===== src/adc_conversion_start_control_pkg.sv =====
// constants for the converter start control block
package adc_conversion_start_control_pkg;
  localparam logic [7:0] CONTROL_OFFSET    = 8'hE8;
  localparam logic [7:0] IRQ_STATUS_OFFSET = 8'hF0;
  localparam logic [7:0] IRQ_MASK_OFFSET   = 8'hF4;
  localparam logic [7:0] CONTROL_RESET     = 8'h00;
  localparam int ENABLE_BIT  = 7;
  localparam int TRACK_BIT   = 6;
  localparam int DONE_BIT    = 5;
  localparam int BUSY_BIT    = 4;
  localparam int WINDOW_BIT  = 3;
  localparam logic [2:0] SRC_SOFTWARE = 3'h0;
  localparam logic [2:0] SRC_TIMER0   = 3'h1;
  localparam logic [2:0] SRC_TIMER2   = 3'h2;
  localparam logic [2:0] SRC_TIMER1   = 3'h3;
  localparam logic [2:0] SRC_PIN      = 3'h4;
  localparam logic [2:0] SRC_TIMER3   = 3'h5;
  localparam logic [3:0] TRACK_SAR_CLOCKS = 4'h3;
  localparam logic [7:0] SAR_DIV_RESET    = 8'h04;
  localparam logic [1:0] RESP_OKAY        = 2'h0;
  localparam logic [1:0] RESP_SLVERR      = 2'h2;
  typedef enum logic [1:0] {
    ST_IDLE,
    ST_TRACK,
    ST_CONVERT
  } conv_state_t;
endpackage : adc_conversion_start_control_pkg


===== src/adc_conversion_start_control.sv =====
// converter start control with axi4-lite register slave
// Function
// - normal mode tracks except while converting
// - done flag sticky until software clears
// - busy high while converting or in timed low power tracking, done on fall
// - window flag sticky until software clears
// - low power software start, 3 clock track
// - low power timer0 start, 3 clock track
// - low power timer2 start, 3 clock track
// - low power timer1 start, 3 clock track
// - low power timer3 start, 3 clock track
// - low power pin: track low, convert rise
// - codes 11x start nothing
`timescale 1ns/1ps
module adc_conversion_start_control #(
  parameter logic [7:0] SAR_DIV = adc_conversion_start_control_pkg::SAR_DIV_RESET
) (
  input  wire logic        sys_clk,
  input  wire logic        rst_n,
  input  wire logic [7:0]  s_axi_awaddr,
  input  wire logic        s_axi_awvalid,
  output logic             s_axi_awready,
  input  wire logic [31:0] s_axi_wdata,
  input  wire logic [3:0]  s_axi_wstrb,
  input  wire logic        s_axi_wvalid,
  output logic             s_axi_wready,
  output logic [1:0]       s_axi_bresp,
  output logic             s_axi_bvalid,
  input  wire logic        s_axi_bready,
  input  wire logic [7:0]  s_axi_araddr,
  input  wire logic        s_axi_arvalid,
  output logic             s_axi_arready,
  output logic [31:0]      s_axi_rdata,
  output logic [1:0]       s_axi_rresp,
  output logic             s_axi_rvalid,
  input  wire logic        s_axi_rready,
  input  wire logic        timer0_overflow,
  input  wire logic        timer1_overflow,
  input  wire logic        timer2_overflow,
  input  wire logic        timer3_overflow,
  input  wire logic        external_convert_start,
  input  wire logic        conversion_complete,
  input  wire logic        window_compare_match,
  output logic             converter_power,
  output logic             converter_track,
  output logic             converter_start,
  output logic             irq
);
  localparam logic [7:0] SAR_DIV_LAST = SAR_DIV - 8'h01;

  logic [7:0]  aw_addr;
  logic        aw_held;
  logic [31:0] w_data;
  logic        w_lane0;
  logic        w_held;
  logic        do_write;
  logic        hit_control;
  logic        hit_status;
  logic        hit_mask;
  logic        converter_enable;
  logic        track_mode_select;
  logic        conversion_done_flag;
  logic        window_match_flag;
  logic [2:0]  start_source_select;
  logic [1:0]  irq_mask;
  logic        pin_prev;
  logic        pin_rise;
  logic        busy_write;
  logic        trigger;
  logic        conversion_busy;
  logic        convert_done_event;
  logic [7:0]  sar_div_count;
  logic        sar_tick;
  logic [3:0]  track_count;
  adc_conversion_start_control_pkg::conv_state_t state;

  // address and data may arrive in either order; each is held until both are present
  assign s_axi_awready = !aw_held && !s_axi_bvalid;
  assign s_axi_wready  = !w_held && !s_axi_bvalid;
  assign do_write      = (aw_held || s_axi_awvalid) && (w_held || s_axi_wvalid) && !s_axi_bvalid;
  logic [7:0]  wr_addr;
  logic [7:0]  wr_byte;
  logic        wr_lane;
  assign wr_addr = aw_held ? aw_addr : s_axi_awaddr;
  assign wr_byte = w_held ? w_data[7:0] : s_axi_wdata[7:0];
  assign wr_lane = w_held ? w_lane0 : s_axi_wstrb[0];
  // only the word index is decoded; byte offsets inside a word alias to it
  assign hit_control = wr_addr[7:2] == adc_conversion_start_control_pkg::CONTROL_OFFSET[7:2];
  assign hit_status  = wr_addr[7:2] == adc_conversion_start_control_pkg::IRQ_STATUS_OFFSET[7:2];
  assign hit_mask    = wr_addr[7:2] == adc_conversion_start_control_pkg::IRQ_MASK_OFFSET[7:2];

  always_ff @(posedge sys_clk) begin
    if (!rst_n) begin
      aw_held <= 1'b0;
      aw_addr <= 8'h00;
    end else if (do_write) begin
      aw_held <= 1'b0;
    end else if (s_axi_awvalid && s_axi_awready) begin
      aw_held <= 1'b1;
      aw_addr <= s_axi_awaddr;
    end
  end

  always_ff @(posedge sys_clk) begin
    if (!rst_n) begin
      w_held  <= 1'b0;
      w_data  <= 32'h00000000;
      w_lane0 <= 1'b0;
    end else if (do_write) begin
      w_held <= 1'b0;
    end else if (s_axi_wvalid && s_axi_wready) begin
      w_held  <= 1'b1;
      w_data  <= s_axi_wdata;
      w_lane0 <= s_axi_wstrb[0];
    end
  end

  always_ff @(posedge sys_clk) begin
    if (!rst_n) begin
      s_axi_bvalid <= 1'b0;
      s_axi_bresp  <= adc_conversion_start_control_pkg::RESP_OKAY;
    end else if (do_write) begin
      s_axi_bvalid <= 1'b1;
      s_axi_bresp  <= (hit_control || hit_status || hit_mask) ?
                      adc_conversion_start_control_pkg::RESP_OKAY :
                      adc_conversion_start_control_pkg::RESP_SLVERR;
    end else if (s_axi_bready) begin
      s_axi_bvalid <= 1'b0;
    end
  end

  logic ctl_we;
  logic status_we;
  assign ctl_we    = do_write && hit_control && wr_lane;
  assign status_we = do_write && hit_status && wr_lane;

  always_ff @(posedge sys_clk) begin
    if (!rst_n) begin
      converter_enable    <= adc_conversion_start_control_pkg::CONTROL_RESET[7];
      track_mode_select   <= adc_conversion_start_control_pkg::CONTROL_RESET[6];
      start_source_select <= adc_conversion_start_control_pkg::CONTROL_RESET[2:0];
    end else if (ctl_we) begin
      converter_enable    <= wr_byte[adc_conversion_start_control_pkg::ENABLE_BIT];
      track_mode_select   <= wr_byte[adc_conversion_start_control_pkg::TRACK_BIT];
      start_source_select <= wr_byte[2:0];
    end
  end

  always_ff @(posedge sys_clk) begin
    if (!rst_n) begin
      irq_mask <= 2'h0;
    end else if (do_write && hit_mask && wr_lane) begin
      irq_mask <= {wr_byte[adc_conversion_start_control_pkg::DONE_BIT],
                   wr_byte[adc_conversion_start_control_pkg::WINDOW_BIT]};
    end
  end

  // hardware set wins over a software clear in the same cycle
  always_ff @(posedge sys_clk) begin
    if (!rst_n) begin
      conversion_done_flag <= 1'b0;
    end else if (convert_done_event) begin
      conversion_done_flag <= 1'b1;
    end else if (ctl_we && !wr_byte[adc_conversion_start_control_pkg::DONE_BIT]) begin
      conversion_done_flag <= 1'b0;
    end else if (status_we && wr_byte[adc_conversion_start_control_pkg::DONE_BIT]) begin
      conversion_done_flag <= 1'b0;
    end
  end

  // the window result is only latched together with a completed conversion
  always_ff @(posedge sys_clk) begin
    if (!rst_n) begin
      window_match_flag <= 1'b0;
    end else if (convert_done_event && window_compare_match) begin
      window_match_flag <= 1'b1;
    end else if (ctl_we && !wr_byte[adc_conversion_start_control_pkg::WINDOW_BIT]) begin
      window_match_flag <= 1'b0;
    end else if (status_we && wr_byte[adc_conversion_start_control_pkg::WINDOW_BIT]) begin
      window_match_flag <= 1'b0;
    end
  end

  // level interrupt: stays high until every unmasked flag is cleared
  assign irq = |({conversion_done_flag, window_match_flag} & irq_mask);

  always_ff @(posedge sys_clk) begin
    if (!rst_n) begin
      s_axi_rvalid <= 1'b0;
      s_axi_rdata  <= 32'h00000000;
      s_axi_rresp  <= adc_conversion_start_control_pkg::RESP_OKAY;
    end else if (s_axi_arvalid && s_axi_arready) begin
      s_axi_rvalid <= 1'b1;
      s_axi_rresp  <= adc_conversion_start_control_pkg::RESP_OKAY;
      if (s_axi_araddr[7:2] == adc_conversion_start_control_pkg::CONTROL_OFFSET[7:2]) begin
        s_axi_rdata <= {24'h000000, converter_enable, track_mode_select, conversion_done_flag,
                        conversion_busy, window_match_flag, start_source_select};
      end else if (s_axi_araddr[7:2] == adc_conversion_start_control_pkg::IRQ_STATUS_OFFSET[7:2])
      begin
        s_axi_rdata <= {26'h0000000, conversion_done_flag, 1'b0, window_match_flag, 3'h0};
      end else if (s_axi_araddr[7:2] == adc_conversion_start_control_pkg::IRQ_MASK_OFFSET[7:2])
      begin
        s_axi_rdata <= {26'h0000000, irq_mask[1], 1'b0, irq_mask[0], 3'h0};
      end else begin
        s_axi_rdata <= 32'h00000000;
        s_axi_rresp <= adc_conversion_start_control_pkg::RESP_SLVERR;
      end
    end else if (s_axi_rready) begin
      s_axi_rvalid <= 1'b0;
    end
  end
  // one read at a time: no new address is taken while read data waits
  assign s_axi_arready = !s_axi_rvalid;

  // the pin idles low, so a cleared history after reset gives no false edge
  always_ff @(posedge sys_clk) begin
    if (!rst_n) begin
      pin_prev <= 1'b0;
    end else begin
      pin_prev <= external_convert_start;
    end
  end
  assign pin_rise = external_convert_start && !pin_prev;

  // a write of zero to the busy bit does nothing
  assign busy_write = ctl_we && wr_byte[adc_conversion_start_control_pkg::BUSY_BIT];

  // codes 11x fall to the default branch and start nothing
  always_comb begin
    case (start_source_select)
      adc_conversion_start_control_pkg::SRC_SOFTWARE: trigger = busy_write;
      adc_conversion_start_control_pkg::SRC_TIMER0:   trigger = timer0_overflow;
      adc_conversion_start_control_pkg::SRC_TIMER2:   trigger = timer2_overflow;
      adc_conversion_start_control_pkg::SRC_TIMER1:   trigger = timer1_overflow;
      adc_conversion_start_control_pkg::SRC_TIMER3:   trigger = timer3_overflow;
      adc_conversion_start_control_pkg::SRC_PIN:      trigger = pin_rise;
      default:                                        trigger = 1'b0;
    endcase
  end

  // sar clock is a divided tick; tracking length is counted in these ticks
  always_ff @(posedge sys_clk) begin
    if (!rst_n) begin
      sar_div_count <= 8'h00;
    end else if (state != adc_conversion_start_control_pkg::ST_TRACK) begin
      sar_div_count <= 8'h00;
    end else if (sar_div_count == SAR_DIV_LAST) begin
      sar_div_count <= 8'h00;
    end else begin
      sar_div_count <= sar_div_count + 8'h01;
    end
  end
  assign sar_tick = state == adc_conversion_start_control_pkg::ST_TRACK &&
                    sar_div_count == SAR_DIV_LAST;

  // decoded once so the track output falls on the same edge that starts a conversion
  logic        track_done;
  logic        start_track;
  logic        start_convert;
  assign track_done    = sar_tick &&
                         track_count == adc_conversion_start_control_pkg::TRACK_SAR_CLOCKS - 4'h1;
  assign start_track   = converter_enable && trigger && track_mode_select &&
                         state == adc_conversion_start_control_pkg::ST_IDLE &&
                         start_source_select != adc_conversion_start_control_pkg::SRC_PIN;
  assign start_convert = converter_enable && !start_track && (track_done ||
                         (trigger && state == adc_conversion_start_control_pkg::ST_IDLE));

  // a cleared enable bit aborts tracking or conversion at the next edge
  always_ff @(posedge sys_clk) begin
    if (!rst_n) begin
      state <= adc_conversion_start_control_pkg::ST_IDLE;
    end else if (!converter_enable) begin
      state <= adc_conversion_start_control_pkg::ST_IDLE;
    end else begin
      case (state)
        adc_conversion_start_control_pkg::ST_IDLE: begin
          if (start_track) begin
            state <= adc_conversion_start_control_pkg::ST_TRACK;
          end else if (start_convert) begin
            state <= adc_conversion_start_control_pkg::ST_CONVERT;
          end
        end
        adc_conversion_start_control_pkg::ST_TRACK: begin
          if (track_done) begin
            state <= adc_conversion_start_control_pkg::ST_CONVERT;
          end
        end
        adc_conversion_start_control_pkg::ST_CONVERT: begin
          if (conversion_complete) begin
            state <= adc_conversion_start_control_pkg::ST_IDLE;
          end
        end
        default: state <= adc_conversion_start_control_pkg::ST_IDLE;
      endcase
    end
  end

  // counts sar ticks of one tracking phase; cleared on every entry to it
  always_ff @(posedge sys_clk) begin
    if (!rst_n) begin
      track_count <= 4'h0;
    end else if (start_track) begin
      track_count <= 4'h0;
    end else if (sar_tick) begin
      track_count <= track_count + 4'h1;
    end
  end

  assign conversion_busy    = state != adc_conversion_start_control_pkg::ST_IDLE;
  assign convert_done_event = converter_enable && conversion_complete &&
                              state == adc_conversion_start_control_pkg::ST_CONVERT;

  // power and track outputs to the analog core are registered to keep them glitch free; start is decoded from the state register
  logic next_track;
  always_comb begin
    if (!converter_enable || start_convert ||
        state == adc_conversion_start_control_pkg::ST_CONVERT) begin
      next_track = 1'b0;
    end else if (start_track) begin
      next_track = 1'b1;
    end else if (!track_mode_select) begin
      next_track = 1'b1;
    end else if (start_source_select == adc_conversion_start_control_pkg::SRC_PIN) begin
      next_track = !external_convert_start;
    end else begin
      next_track = state == adc_conversion_start_control_pkg::ST_TRACK;
    end
  end

  always_ff @(posedge sys_clk) begin
    if (!rst_n) begin
      converter_power <= 1'b0;
      converter_track <= 1'b0;
    end else begin
      converter_power <= converter_enable;
      converter_track <= next_track;
    end
  end
  assign converter_start = state == adc_conversion_start_control_pkg::ST_CONVERT;
endmodule : adc_conversion_start_control


===== config.mk =====
export PLATFORM = sky130hd
export DESIGN_NAME = adc_conversion_start_control
export DESIGN_NICKNAME = d
export VERILOG_FILES = /design/src/adc_conversion_start_control_pkg.sv /design/src/adc_conversion_start_control.sv
export SDC_FILE = /design/constraint.sdc
export NUM_CORES = 1
export LEC_CHECK = 0
export ABC_AREA = 1
export BUFFER_PORTS_ARGS = -buffer_cell sky130_fd_sc_hd__buf_2
export CAP_MARGIN = 0
export CORE_ASPECT_RATIO = 1.2
export CORE_MARGIN = 5
export CORE_UTILIZATION = 44
export DETAILED_ROUTE_END_ITERATION = 6
export PLACE_DENSITY = 0.76
export SYNTH_ARGS = -nofsm -noshare
export SYNTH_HDL_FRONTEND = slang
export SYNTH_SLANG_ARGS = --single-unit

===== constraint.sdc =====
create_clock -name sys_clk -period 1.5 [get_ports sys_clk]
set_clock_uncertainty 0.15 [all_clocks]
set_input_delay 0.45 -clock sys_clk [delete_from_list [all_inputs] [get_ports sys_clk]]
set_output_delay 0.45 -clock sys_clk [all_outputs]
set_load 0.05 [all_outputs]

# == After elaboration in Yosys (flattened, before gate mapping) ==
# Index checks and enable logic that the tools add are counted.
# classes
n_addsub,2
eq_ne,20
mux,29
bitwise,3
n_reduce_logical,64
# ops
operator,n
6-bit equality test (second input constant),6
1-bit logical AND,31
8-bit 2-to-1 mux,3
2-bit 2-to-1 mux,8
1-bit 2-to-1 mux,14
6-bit 2-to-1 mux,2
1-bit zero test,10
8-bit by 1-bit adder with 8-bit output (second input constant),1
8-bit by 2-bit equality test with 1-bit output (second input constant),1
2-bit OR reduction,4
1-bit logical OR,7
3-bit by 2-bit equality test with 1-bit output (second input constant),2
3-bit equality test (second input constant),2
3-bit != test (second input constant),2
1-bit case mux with 6 select lines,1
2-bit case mux with 3 select lines,1
2-bit AND reduction,3
2-bit nonzero test,3
3-bit nonzero test,2
4-bit by 1-bit adder with 4-bit output (second input constant),1
4-bit by 2-bit equality test with 1-bit output (second input constant),1
2-bit != test (second input constant),2
3-bit by 1-bit equality test with 1-bit output (second input constant),1
3-bit zero test,1
other kinds (8),9
# word_totals
ff_bits,83
input_bits,66
wordCells,140

# == Longest topological paths before layout ==
# depth
ltp_word,17
depth_mapped,14

# == Worst setup path before layout ==
# OpenSTA, ideal clock, no wires.
# synth_path
path_type,reg2reg
start,register s_axi_bvalid
end,register w_data[6]
setup_ns,0.119
arrival_time_ns,1.974
required_time_ns,1.231
path_slack_ns,-0.744
path_stages_with_launch,6
n_path_buf,1
synth_period_minus_slack_ns,2.244
path_cell_list,dfxtp_1 nor2_1 nand3_1 buf_2 o21ai_0 a21oi_1
# synth_between
elab_chain_len,4
# synth_rtl
item,line_no,text
from (decl),adc_conversion_start_control.sv:28,"output logic s_axi_bvalid,"
from (signal assigned),adc_conversion_start_control.sv:120,s_axi_bvalid <= 1'b0;
from (signal assigned),adc_conversion_start_control.sv:123,s_axi_bvalid <= 1'b1;
from (signal assigned),adc_conversion_start_control.sv:128,s_axi_bvalid <= 1'b0;
1-bit zero test,adc_conversion_start_control.sv:79,assign s_axi_wready = !w_held && !s_axi_bvalid;
1-bit logical AND,adc_conversion_start_control.sv:79,
net s_axi_wready,adc_conversion_start_control.sv:26,"output logic s_axi_wready,"
1-bit logical AND,adc_conversion_start_control.sv:111,end else if (s_axi_wvalid && s_axi_wready) begin
2-bit AND reduction (no source line),--,
to (signal assigned),adc_conversion_start_control.sv:113,w_data <= s_axi_wdata;
to (decl),adc_conversion_start_control.sv:53,logic [31:0] w_data;
# The timed path passes the listed nets, and every way through them passes these cells.
# A chain may end at the register's enable or synchronous reset.

# == Final worst setup path ==
# layout_path
start,register aw_held
end,register window_match_flag
# layout_between
elab_chain_len,8
# layout_rtl
item,line_no,text
from (decl),adc_conversion_start_control.sv:52,logic aw_held;
from (signal assigned),adc_conversion_start_control.sv:94,aw_held <= 1'b0;
from (signal assigned),adc_conversion_start_control.sv:97,aw_held <= 1'b0;
from (signal assigned),adc_conversion_start_control.sv:99,aw_held <= 1'b1;
"parallel branches: the longest is 8 deep, another holds 8-bit 2-to-1 mux",--,
to (signal assigned),adc_conversion_start_control.sv:174,window_match_flag <= 1'b0;
to (signal assigned),adc_conversion_start_control.sv:176,window_match_flag <= 1'b1;
to (signal assigned),adc_conversion_start_control.sv:178,window_match_flag <= 1'b0;
to (decl),adc_conversion_start_control.sv:63,logic window_match_flag;
# Several ways; the timed one is not identified.

==> flow_summary.toml <==
[setup_path]
reg2reg_from = "aw_held"
cp_slowest_cell = "dfxtp_4"
required_ns = 1.55
crit_arrival_ns = 1.79
reg2reg_depth = 10
cp-end-kind = "register"
crit_type = "register to register"
cpMostUsedCell = "nand2_4"
cp_max_fo = 7
max_stage_delay_ns = 0.44
r2r_slack_ns = -0.24
crit_family = "flip-flops"
cp_cell_sequence = "buf_6 -> nand2_4 -> o21ai_4 -> buf_4 -> buf_12 -> nand2_4 -> nor2_4 -> nand3_2 -> o211ai_1 -> a21oi_1"
cp_num_buf_inv = 3
worstSetupStartpointType = "register"
r2r_end = "window_match_flag"

[sta]
rsz0062_at_grt = "yes"
period_share = 1.16
setup_slack_ns = -0.239
fin_hold_ws_ns = 0.189
clock.fmax_ghz = 0.575
slew_violations = 0
setup_violations = 29
min_period_ns = 1.74
hold_violations = 0
tns_ns = -3.80

[cells_and_area]
final_cell_mix = "buf_4 (53), nand2_1 (47), dfxtp_1 (46), inv_1 (44), a21oi_1 (41)"
final_common_cell = "buf_4"
nets = 571
drive_above_1_share = 0.439
instances_no_fill = 585
area_growth_pct = 47.8
stdcell_area_um2 = 4120
diodes = 0
fin_util = 0.676
nFillCells = 500

[synthesis]
synth_top_family_by_area = "simple AND/OR/NAND/NOR gates"
avgSynthCellArea_um2 = 7.13
ys.warnings.count = 0
synth-seq-cells = 55
synth-compound-area-share = 0.198
synth_mux_area_frac = 0
syn_area_um2 = 2790
syn_inst = 391
synthAdderAreaFrac = 0.0135
synth_cell_types = 35
synth_xor_area_frac = 0.00629
synth-simple-area-share = 0.218
ys_seq_area_frac = 0.395

[floorplanning]
io_pins = 111
dieWidth_um = 82.6
die_height_um = 97.2
dieArea_um2 = 8030
rows = 31
core-area_um2 = 6090
initial_core_util = 0.458

[placement]
placedCellCount = 549
portBuffers = 53
dp_hpwl_um = 4880
placed_area_um2 = 3310
gp_congestion = 0.807

[clock_network]
tritoncts = "built"
htreeDepth = 2
cts_buffer_depth = 2
clk_pin_slew_ns = 0.10
clk_latency_ns = 0.31
cts_root_buf = "clkbuf_8"
holdBufCountCts = 0
cts.sinks = 55
numCtsBuffers = 5

[worst_hold_path]
holdCritStartpoint = "external_convert_start"
whs_endpoint = "pin_prev"
hp-class = "input port to register"
holdPathStages = 3

[routing]
drtAntennaViolNets = 0
drt_iter0_markers = 130
vias = 2916
drt_first_pass_iters = 4
via_per_inst = 4.98
wl_um = 8170
routedWlPerCell_um = 14.0
drc = 0

[power]
seqPwrFrac = 0.447
p_int_mw = 2.34
clkPwrFrac = 0.257
powerDensity_nw_per_um2 = 861
p_sw_mw = 1.20
p_sw_frac = 0.340
comb_power_share = 0.297
p_leak_nw = 1.80
peakVddDrop_mv = 0.804

[job]
cap_violations = 0

[global_route]
grt_use_total = 0.186
first_global_vias = 2745
grt_start_max_net_pins = 20
grt_pass1_wl_um = 12000
antenna_found_initial = 0
grt-ovfl-total = 0

[run_status]
violations = "setup timing"
outcome = "complete, but fails checks"
-- power by group through the flow --
| stage | Clock (mW) | Sequential, mW | Combinational (mW) |
|---|---|---|---|
| CTS | 0.916 | 1.58 | 0.869 |
| detailed placement | 0 | 1.61 | 0.728 |
| finish | 0.910 | 1.58 | 1.05 |
| floorplan | 0 | 1.68 | 0.514 |
| global placement | 0 | 1.61 | 0.715 |
| global route | 0.995 | 1.59 | 1.12 |
-- synth_stat cells (all sizes together) --
cell    instances  area share
a211oi          1      0.0027
a21oi          52       0.093
a22o            1      0.0031
buf            31       0.081
clkbuf          6      0.0081
conb            1      0.0013
dfxtp          55        0.40
ha              3       0.013
inv            56       0.078
nand2          70       0.097
nand3          18       0.039
nand4           3      0.0067
nor2           28       0.042
nor3            8       0.016
nor3b           1      0.0027
nor4            2      0.0099
o211ai          2      0.0054
o21a            2      0.0054
o21ai          47       0.088
or2             2      0.0045
xor2            2      0.0063
-- area by class of cell --
class | instances | area, um^2 | area share
Multi-Input combinational cell | 270 | 1680 | 0.409
Timing Repair Buffer | 114 | 892 | 0.217
Tap cell | 82 | 103 | 0.0249
Clock buffer | 8 | 100 | 0.0243
Sequential cell | 55 | 1120 | 0.272
Inverter | 56 | 221 | 0.0538
-- metal layers --
layer / share of wire / GRT usage / vias to the layer above
met4: 0.033 / 0.0428 / 0
met1: 0.37 / 0.207 / 1350
met2: 0.55 / 0.343 / 90
li1: - / - / 1446
met3: 0.048 / 0.0436 / 30
met5: 0 / 0 / -
-- logic make-up after synthesis --
family	count (synthesis)
flip-flops	55
AO/OA/AOI/OAI	105
XOR/XNOR	2
adder cells (fa/ha/maj)	3
buffers and inverters	93
other	1
AND/OR/NAND/NOR	132
-- through the flow --
step                      total power, mW  setup WS (ns)
after floorplan                      2.20        -0.0725
after global placement               2.32         -0.243
after detailed placement             2.34         -0.278
after CTS                            3.36         -0.182
after global routing                 3.71         -0.350
final                                3.54         -0.239
-- how the worst max path moves through the flow --
stage	start	endpoint	slack (ns)	cells after the start
after global routing	aw_held	converter_track	-0.35	11
after floorplan	w_held	w_data[6]	-0.07	6
after CTS	aw_held	s_axi_awready	-0.18	3
final	aw_held	window_match_flag	-0.24	10
after global placement	s_axi_awaddr[4]	converter_track	-0.24	12
after detailed placement	s_axi_awaddr[4]	converter_track	-0.28	12
-- worst register-to-register path, delay by kind of cell, from the launching register on --
family	cells	cell delay (ns)
AO/OA/AOI/OAI	3	0.37
buffers and inverters	3	0.39
flip-flops	1	0.44
AND/OR/NAND/NOR	4	0.27
-- flip-flops by register name, indices dropped and copies added, names as in the netlist, 2 cells and up --
signal and cells:
track_count 4, w_data 8, state 2, sar_div_count 8, s_axi_rdata 8, start_source_select 3
aw_addr 6, irq_mask 2
-- repair_timing --
| action | in CTS | in global routing |
|---|---|---|
| pin swaps | 14 | 27 |
| cloned | 1 | 2 |
| setup endpoints to repair | 48 | 49 |
| setup buffers | 16 | 10 |
| gates resized for setup | 65 | 91 |
Note: power is estimated with default switching activity, not from simulation.
